## config.mk

```make
export PLATFORM = sky130hd
export DESIGN_NAME = edge_select_key_return_irq_ack
export DESIGN_NICKNAME = d
export VERILOG_FILES = /design/src/include/irq_pkg.sv /design/src/key_fall_detect.sv /design/src/edge_select_key_return_irq_ack.sv
export VERILOG_INCLUDE_DIRS = /design/src /design/src/include
export SDC_FILE = /design/constraint.sdc
export NUM_CORES = 1
export LEC_CHECK = 0
export ABC_AREA = 1
export ABC_CLOCK_PERIOD_IN_PS = 3250
export BUFFER_PORTS_ARGS = -buffer_cell sky130_fd_sc_hd__buf_2
export CAP_MARGIN = 20
export CORE_UTILIZATION = 45
export DETAILED_ROUTE_END_ITERATION = 16
export GPL_TIMING_DRIVEN = 0
export PLACE_DENSITY = 0.72
export SKIP_LAST_GASP = 1
export SLEW_MARGIN = 15
export SYNTH_ARGS = -nofsm -noshare
export SYNTH_HDL_FRONTEND = slang
export SYNTH_SLANG_ARGS = --single-unit
```

## constraint.sdc

```tcl
create_clock -name clk_sys_in -period 3.25 [get_ports clk_sys_in]
set_clock_uncertainty 0.05 [all_clocks]
set_input_delay 0.1625 -clock clk_sys_in [delete_from_list [all_inputs] [get_ports clk_sys_in]]
set_output_delay 0.1625 -clock clk_sys_in [all_outputs]
set_load 0.02 [all_outputs]
```

## src/include/irq_cfg.svh

```systemverilog
`ifndef IRQ_CFG_SVH
`define IRQ_CFG_SVH
// Notes on behaviour
// - Bits 3:2 pick falling, rising, both; 10 barred
// - Reset clears edge mode register to zero
// - Enable bit gates maskable acknowledgment; byte, bit, instructions
// - Status word resets to 02h, interrupts disabled
// - Acknowledge saves status, clears enable, vectors
// - Key enable bit arms falling-edge key detection
// - Reset clears key mode register, detection off
// - Key detection also follows pins driven out
// - Key event only while all pins were high
// - Non-maskable ignores enable, beats all maskables
// - Non-maskable nests into its own service
// - Maskable needs flag set, unmasked, enabled
// - Maskable service starts 9 to 19 clocks later
// - Simultaneous maskables served singly by priority
// - Blocked requests stay pending until acceptable
// - Flag by clock n-1 taken after instruction
// - Flag or mask register access holds requests
// - Maskable nesting only after routine re-enables interrupts
// - Priority 0 highest down to 7 lowest
// - Acknowledge clears the source request flag

// Register addresses on the internal data bus
`define ADDR_REQ_FLAGS 16'hffe0
`define ADDR_MASK_FLAGS 16'hffe4
`define ADDR_EDGE_MODE 16'hffec
`define ADDR_KEY_MODE 16'hfff5

// Reset values
`define RST_EDGE_MODE 8'h00
`define RST_KEY_MODE 8'h00
`define RST_STATUS_WORD 8'h02
`define RST_REQ_FLAGS 8'h00
`define RST_MASK_FLAGS 8'hff

// Writable bits of the mode registers; the rest read as zero
`define EDGE_MODE_WMASK 8'h0c
`define KEY_MODE_WMASK 8'h01

// Field positions
`define EDGE_SEL_HI_BIT 3
`define EDGE_SEL_LO_BIT 2
`define KEY_DETECT_BIT 0
`define IRQ_ENABLE_BIT 7

// Source slots in the request and mask flag registers
`define SRC_EXT_PIN 1
`define SRC_KEY_RETURN 6

// Vector table
`define VEC_NONMASK 16'h0004
`define VEC_MASK_BASE 16'h0004

// Maskable latency window in CPU clocks
`define LAT_MIN_CLK 9
`define LAT_MAX_CLK 19
`endif

```

## src/include/irq_pkg.sv

```systemverilog
package irq_pkg;
	// Edge selection codes for the external pin, barred code included
	typedef enum logic [1:0] {
		EDGE_FALL = 2'b00,
		EDGE_RISE = 2'b01,
		EDGE_BARRED = 2'b10,
		EDGE_BOTH = 2'b11
	} edge_sel_type;

	// Kind of acknowledge presented to the CPU core
	typedef enum logic [1:0] {
		ACK_NONE = 2'b00,
		ACK_NONMASK = 2'b01,
		ACK_MASKABLE = 2'b10
	} ack_kind_type;

	// State of the controller, except the key detector's all-high flag
	typedef struct packed {
		logic [7:0] edge_mode;
		logic [7:0] key_mode;
		logic [7:0] status_word;
		logic [7:0] req;
		logic [7:0] mask;
		logic nonmask_pend;
		logic ext_prev;
		logic hold_acc;
		ack_kind_type ack_kind;
		logic [15:0] vector;
		logic [7:0] saved_status;
		logic [7:0] rdata;
	} ctrl_state_type;

	// State of the key falling-edge detector
	typedef struct packed {
		logic all_high_prev;
	} key_state_type;
endpackage : irq_pkg

```

## src/key_fall_detect.sv

```systemverilog
`timescale 1ns/1ps
`include "irq_cfg.svh"
module key_fall_detect #(
	parameter int PINS = 4
) (
	input wire logic clk_sys_in,
	input wire logic nrst_in,
	input wire logic detect_en_in,
	input wire logic [PINS-1:0] key_pins_in,
	output logic key_fall_out
);
	import irq_pkg::*;

	key_state_type s;
	key_state_type next_s;
	logic all_high;

	// Pad levels are used whatever the pin direction
	assign all_high = &key_pins_in;

	// Remember whether every key pin was high
	always_comb
	begin
		next_s = s;
		next_s.all_high_prev = all_high;
	end

	always_ff @(posedge clk_sys_in or negedge nrst_in)
	begin
		if (!nrst_in)
			s <= '0;
		else
			s <= next_s;
	end

	// Any number of pins dropping out of an all-high set is an event
	assign key_fall_out = detect_en_in & s.all_high_prev & ~all_high;
endmodule : key_fall_detect

```

## src/edge_select_key_return_irq_ack.sv

```systemverilog
`timescale 1ns/1ps
`include "irq_cfg.svh"
module edge_select_key_return_irq_ack (
	input wire logic clk_sys_in,
	input wire logic nrst_in,
	// Data bus access to the mapped registers
	input wire logic [15:0] addr_in,
	input wire logic [7:0] wdata_in,
	input wire logic wr_in,
	input wire logic rd_in,
	output logic [7:0] rdata_out,
	// Status word access from the core
	input wire logic status_wr_in,
	input wire logic [7:0] status_wdata_in,
	input wire logic enable_irq_instr_in,
	input wire logic disable_irq_instr_in,
	input wire logic return_from_irq_instr_in,
	input wire logic [7:0] popped_status_in,
	output logic [7:0] program_status_word_out,
	// Instruction boundary and flag-register hold
	input wire logic instr_last_in,
	input wire logic flag_access_in,
	// Interrupt sources
	input wire logic [7:0] src_req_in,
	input wire logic ext_pin_irq_in,
	input wire logic [3:0] key_pins_in,
	input wire logic nonmask_req_in,
	// Acknowledge towards the core
	output logic ack_out,
	output irq_pkg::ack_kind_type ack_kind_out,
	output logic [15:0] vector_out,
	output logic [7:0] saved_status_out,
	output logic pending_out
);
	import irq_pkg::*;

	ctrl_state_type s;
	ctrl_state_type next_s;
	edge_sel_type edge_sel;
	logic irq_enable;
	logic key_fall;
	logic ext_fall;
	logic ext_rise;
	logic ext_event;
	logic [7:0] hw_set;
	logic [7:0] eligible;
	logic [2:0] win_idx;
	logic win_found;
	logic flag_acc_now;
	logic hold;
	logic boundary;
	logic take_nonmask;
	logic take_mask;

	// Key return detector on the four key pins
	key_fall_detect #(
		.PINS(4)
	) u_key (
		.clk_sys_in(clk_sys_in),
		.nrst_in(nrst_in),
		.detect_en_in(s.key_mode[`KEY_DETECT_BIT]),
		.key_pins_in(key_pins_in),
		.key_fall_out(key_fall)
	);

	// Edge selection of the external pin
	assign edge_sel = edge_sel_type'({s.edge_mode[`EDGE_SEL_HI_BIT],
		s.edge_mode[`EDGE_SEL_LO_BIT]});
	assign ext_fall = s.ext_prev & ~ext_pin_irq_in;
	assign ext_rise = ~s.ext_prev & ext_pin_irq_in;

	// Barred code detects nothing
	always_comb
	begin
		case (edge_sel)
			EDGE_FALL: ext_event = ext_fall;
			EDGE_RISE: ext_event = ext_rise;
			EDGE_BOTH: ext_event = ext_fall | ext_rise;
			default: ext_event = 1'b0;
		endcase
	end

	// Hardware set vector with pin and key slots substituted
	always_comb
	begin
		hw_set = src_req_in;
		hw_set[`SRC_EXT_PIN] = ext_event;
		hw_set[`SRC_KEY_RETURN] = key_fall;
	end

	// Flag set, unmasked and globally enabled
	assign irq_enable = s.status_word[`IRQ_ENABLE_BIT];
	assign eligible = s.req & ~s.mask & {8{irq_enable}};

	// Lowest slot number wins among simultaneous requests
	always_comb
	begin
		win_idx = 3'h0;
		win_found = 1'b0;
		for (int i = 7; i >= 0; i--)
		begin
			if (eligible[i])
			begin
				win_idx = 3'(i);
				win_found = 1'b1;
			end
		end
	end

	// Any access to the flag or mask register stalls acknowledge
	assign flag_acc_now = flag_access_in | ((wr_in | rd_in) &
		((addr_in == `ADDR_REQ_FLAGS) | (addr_in == `ADDR_MASK_FLAGS)));
	assign hold = flag_acc_now | s.hold_acc;

	// Decide only on the final clock, from flags already registered
	assign boundary = instr_last_in & ~hold & (s.ack_kind == ACK_NONE);
	// Non-maskable ignores the enable bit and wins outright
	assign take_nonmask = boundary & s.nonmask_pend;
	// Eligible maskable taken at the boundary
	assign take_mask = boundary & ~s.nonmask_pend & win_found;

	// Next-state of the whole controller
	always_comb
	begin
		next_s = s;
		next_s.ext_prev = ext_pin_irq_in;
		next_s.ack_kind = ACK_NONE;

		// Hold lasts until the accessing instruction ends
		if (instr_last_in)
			next_s.hold_acc = 1'b0;
		else if (flag_acc_now)
			next_s.hold_acc = 1'b1;

		// Mapped register writes, reserved bits kept at zero
		if (wr_in)
		begin
			case (addr_in)
				`ADDR_EDGE_MODE:
					next_s.edge_mode = wdata_in & `EDGE_MODE_WMASK;
				`ADDR_KEY_MODE:
					next_s.key_mode = wdata_in & `KEY_MODE_WMASK;
				`ADDR_REQ_FLAGS: next_s.req = wdata_in;
				`ADDR_MASK_FLAGS: next_s.mask = wdata_in;
				default: next_s.mask = next_s.mask;
			endcase
		end

		// Acknowledge clears the winning flag first
		if (take_mask)
			next_s.req[win_idx] = 1'b0;
		// Hardware set wins over any clear; unserved flags stay
		next_s.req = next_s.req | hw_set;

		// Non-maskable pending latch, a new pulse wins over the take
		if (take_nonmask)
			next_s.nonmask_pend = 1'b0;
		if (nonmask_req_in)
			next_s.nonmask_pend = 1'b1;

		// Status word: return, byte write, then the enable instructions
		if (return_from_irq_instr_in)
			next_s.status_word = popped_status_in;
		else if (status_wr_in)
			next_s.status_word = status_wdata_in;
		if (enable_irq_instr_in)
			next_s.status_word[`IRQ_ENABLE_BIT] = 1'b1;
		if (disable_irq_instr_in)
			next_s.status_word[`IRQ_ENABLE_BIT] = 1'b0;

		// Acknowledge: save status, clear enable, load vector
		if (take_nonmask | take_mask)
		begin
			next_s.saved_status = s.status_word;
			next_s.status_word[`IRQ_ENABLE_BIT] = 1'b0;
			if (take_nonmask)
			begin
				next_s.ack_kind = ACK_NONMASK;
				next_s.vector = `VEC_NONMASK;
			end
			else
			begin
				next_s.ack_kind = ACK_MASKABLE;
				next_s.vector = `VEC_MASK_BASE +
					{12'h000, win_idx, 1'b0};
			end
		end

		// Registered read data; unmapped addresses read zero
		if (rd_in)
		begin
			case (addr_in)
				`ADDR_EDGE_MODE: next_s.rdata = s.edge_mode;
				`ADDR_KEY_MODE: next_s.rdata = s.key_mode;
				`ADDR_REQ_FLAGS: next_s.rdata = s.req;
				`ADDR_MASK_FLAGS: next_s.rdata = s.mask;
				default: next_s.rdata = 8'h00;
			endcase
		end
	end

	// State register with documented reset values
	always_ff @(posedge clk_sys_in or negedge nrst_in)
	begin
		if (!nrst_in)
		begin
			s <= '0;
			s.edge_mode <= `RST_EDGE_MODE;
			s.key_mode <= `RST_KEY_MODE;
			s.status_word <= `RST_STATUS_WORD;
			s.req <= `RST_REQ_FLAGS;
			s.mask <= `RST_MASK_FLAGS;
			s.ack_kind <= ACK_NONE;
		end
		else
			s <= next_s;
	end

	// Outputs
	assign rdata_out = s.rdata;
	assign program_status_word_out = s.status_word;
	assign ack_out = (s.ack_kind != ACK_NONE);
	assign ack_kind_out = s.ack_kind;
	assign vector_out = s.vector;
	assign saved_status_out = s.saved_status;
	assign pending_out = s.nonmask_pend | (|(s.req & ~s.mask));
endmodule : edge_select_key_return_irq_ack

```

==> flow_summary_export.csv <==
group,metric,value,unit
run_status,status,"finished, violations left",
run_status,failed_checks,"hold timing",
logic_synthesis,yosysMostFrequentCell,"nand2_1",
logic_synthesis,synth.distinct_cells,37,
critical_path,cpLargestDelayFamily,"simple AND/OR/NAND/NOR gates",
drt,vias_per_cell,4.48,
logic_synthesis,ys_seq_area_frac,0.407,
grt,antenna_found_initial,0,
power_and_ir_drop,p_int,1.01,mW
critical_path,critPathLaunchType,"flip-flop",
drt,routedWlPerCell,10.9,µm
logic_synthesis,synth_ff_type,"dfrtp_1",
logic_synthesis,synthArstFlopShare,1.00,
timing,layout_min_cycle_time,1.91,ns
clock_network,cts_resized,0,
floorplanning,core_area,0.00694,mm²
clock_network,clkLatencyLatePin,0.31,ns
critical_path,critPathMaxFanout,3,
floorplanning,dieArea,0.00765,mm²
timing,final_max_slew_viol_count,0,
logic_synthesis,yosysTopAreaCell,"dfrtp_1",
final_layout,diodes,0,
critical_path,slowest_delay,0.58,ns
clock_network,cts_tree,"done",
logic_synthesis,synth_edf_count,0,
logic_synthesis,synth_top_area_frac,0.335,
floorplanning,io_pins,108,
hold_path,hold_class,"in2reg",
grt,grt_overflow_total,0,
timing,slew_headroom,0.482,
clock_network,cts_htree_levels,2,
grt,grtUsageTotal,0.201,
critical_path,r2r_start,"s[43]",
power_and_ir_drop,seq_power_share,0.500,
logic_synthesis,ys_warn_count,0,
grt,grt_pass1_wl,12000,µm
logic_synthesis,syn_inst,432,
drt,via_count,2913,
logic_synthesis,synth.avg_cell_area,7.61,µm²
power_and_ir_drop,irDropWorstVdd,0.000190,V
critical_path,crit_type,"reg2reg",
timing,tns,0,ns
timing,setup_violations,0,
timing,hold_viol,1,
final_layout,syn2layout_area_growth,25.3,%
critical_path,crit_buf_inv,4,
drt,drt_iter0_drc,134,
timing,rsz0062_at_grt,"no",
critical_path,endpoint_kind,"flip-flop",
place,numPortBuffers,91,
final_layout,finalNetCount,623,
clock_network,numCtsBuffers,5,
drt,drt_pre_antenna_iters,4,
power_and_ir_drop,leakage,2.30,nW
power_and_ir_drop,finalPower,1.45,mW
floorplanning,die_w,87.5,µm
clock_network,clock_path_buffers,2,
hold_path,worstHoldStart,"nonmask_req_in",
clock_network,cts_root_buffer,"clkbuf_8",
critical_path,critPathArrivalTime,2.06,ns
drt,wirelength,7090,µm
critical_path,cp_common_cell,"nand2_1",
timing,max_slew.worst_pin.slew,0.770,ns
grt,grt_start_max_net_pins,33,
logic_synthesis,synthTopCellsByCount,"nand2_1, dfrtp_1, buf_4",
logic_synthesis,syn_area,0.00329,mm²
clock_network,cts_setup_buffers,0,
clock_network,cts_hold_buf,11,
power_and_ir_drop,power.density,351,mW/mm²
critical_path,critical_path.cell_chain,"inv_2 -> nand2_1 -> nand2_1 -> nor2_1 -> nor2_2 -> inv_1 -> nor2_1 -> inv_1 -> ha_1 -> inv_1 -> a21oi_1 -> nand2_1 -> nand2_1 -> nand2_1",
drt,postRouteAntennaNets,0,
logic_synthesis,ys_seq_elements,53,
power_and_ir_drop,clockPowerShare,0.255,
place,gp_congestion,0.762,
clock_network,path_clk_slew,0.09,ns
power_and_ir_drop,p_switching,440,µW
power_and_ir_drop,combPwrFrac,0.245,
floorplanning,die_y,87.5,µm
critical_path,startpoint,"s[43]",
job,drv_cap,0,
floorplanning,row_count,30,
clock_network,cts.sinks,53,
power_and_ir_drop,swShare,0.304,
final_layout,drive_gt1_frac,0.352,
drt,drc,0,
timing,fmaxAchievable,525,MHz
timing,post-route-period-util,0.586,
timing,hold_ws,-0.000407,ns
critical_path,crit_slowest_cell,"dfstp_2",
grt,grt_pass1_vias,2744,
place,dp_hpwl,5650,µm
floorplanning,start_util,0.474,
critical_path,required,3.40,ns
logic_synthesis,synth_top_cells_by_area,"dfrtp_1, nand2_1, buf_4, dfstp_2, inv_1",
[metrics by stage]
| stage | setup WS (ns) | util | cell area (µm²) | hold WS [ns] | cells |
|---|---|---|---|---|---|
| final | 1.34 | 0.594 | 4120 | -0.000407 | 650 |
| after global routing | 1.19 | 0.594 | 4120 | 0.00398 | 650 |
| after CTS | 1.33 | 0.594 | 4120 | 0.000199 | 650 |
| after detailed placement | 1.35 | 0.565 | 3930 | 0.108 | 631 |
| after global placement | 1.41 | 0.562 | 3910 | 0.254 | 630 |
| after floorplan | 1.59 | - | 3330 | -0.183 | 443 |
[sequential cells by signal, indices dropped and copies added (netlist names)]
| register | count |
|---|---|
| saved_status_out | 8 |
| rdata_out | 8 |
| edge_sel | 2 |
| ack_kind_out | 2 |
| vector_out | 4 |
| u_key.s | 1 |
| s | 20 |
| program_status_word_out | 8 |
[power groups by stage]
stage | logic (mW) | clock network (mW) | registers [mW]
6_report | 0.354 | 0.369 | 0.723
5_1_grt | 0.392 | 0.401 | 0.729
4_1_cts | 0.357 | 0.375 | 0.724
3_5_place_dp | 0.345 | 0 | 0.736
3_3_place_gp | 0.337 | 0 | 0.735
2_1_floorplan | 0.236 | 0 | 0.730
[placed cells by master, fill, tap and decap left out, drive strengths merged, types with 2 or more instances in the layout]
cell / synthesis / routed
nand2: 168 / 168
buf: 49 / 141
inv: 49 / 49
dfrtp: 44 / 44
nand3: 32 / 32
nor2: 28 / 28
conb: 1 / 12
dlygate4sd3: 0 / 11
o21ai: 11 / 11
a21oi: 10 / 10
dfstp: 9 / 9
o21a: 8 / 8
ha: 6 / 6
clkbuf: 1 / 6
nand4: 3 / 3
nand3b: 3 / 3
nor4: 3 / 3
clkinv: 0 / 2
or2: 2 / 2
[worst register-to-register path, stage by stage (launching register included)]
cell     delay, ns
dfstp_2       0.58
inv_2         0.03
nand2_1       0.08
nand2_1       0.07
nor2_1        0.19
nor2_2        0.08
inv_1         0.05
nor2_1        0.06
inv_1         0.08
ha_1          0.14
inv_1         0.05
a21oi_1       0.12
nand2_1       0.09
nand2_1       0.06
nand2_1       0.05
[layout make-up]
| class | instances | area [µm²] |
|---|---|---|
| Buffer | 50 | 375 |
| Inverter | 49 | 184 |
| Tap cell | 96 | 120 |
| Clock buffer | 5 | 68.8 |
| Fill cell | 669 | 2820 |
| Multi-Input combinational cell | 291 | 1430 |
| Clock inverter | 3 | 17.5 |
| Timing Repair Buffer | 103 | 586 |
| Sequential cell | 53 | 1340 |
[cell families after synthesis]
group,after synthesis,share of synthesized area
other,1,0.00114
flip-flops,53,0.407
adder cells (fa/ha/maj),6,0.0228
AO/OA/AOI/OAI,34,0.0746
buffers and inverters,99,0.170
AND/OR/NAND/NOR,239,0.325
[worst paths after layout]
path,end,cells past startpoint,slack [ns]
setup reg to reg,s[47],14,1.34
hold reg to reg,s[51],2,0.44
max in group asynchronous,s[37],3,2.23
setup / recovery,s[47],14,1.34
min in group asynchronous,rdata_out[6],2,0.29
hold / removal,s[36],2,-0.0004
[per-layer routing]
| layer | GRT usage | share of wire | vias to the layer above |
|---|---|---|---|
| met1 | 0.252 | 0.46 | 1298 |
| met3 | 0.0445 | 0.048 | 7 |
| met2 | 0.349 | 0.48 | 77 |
| li1 | - | - | 1531 |
| met5 | 0 | 0 | - |
| met4 | 0.0492 | 0.011 | 0 |
Power figures use the tool's default switching activity.
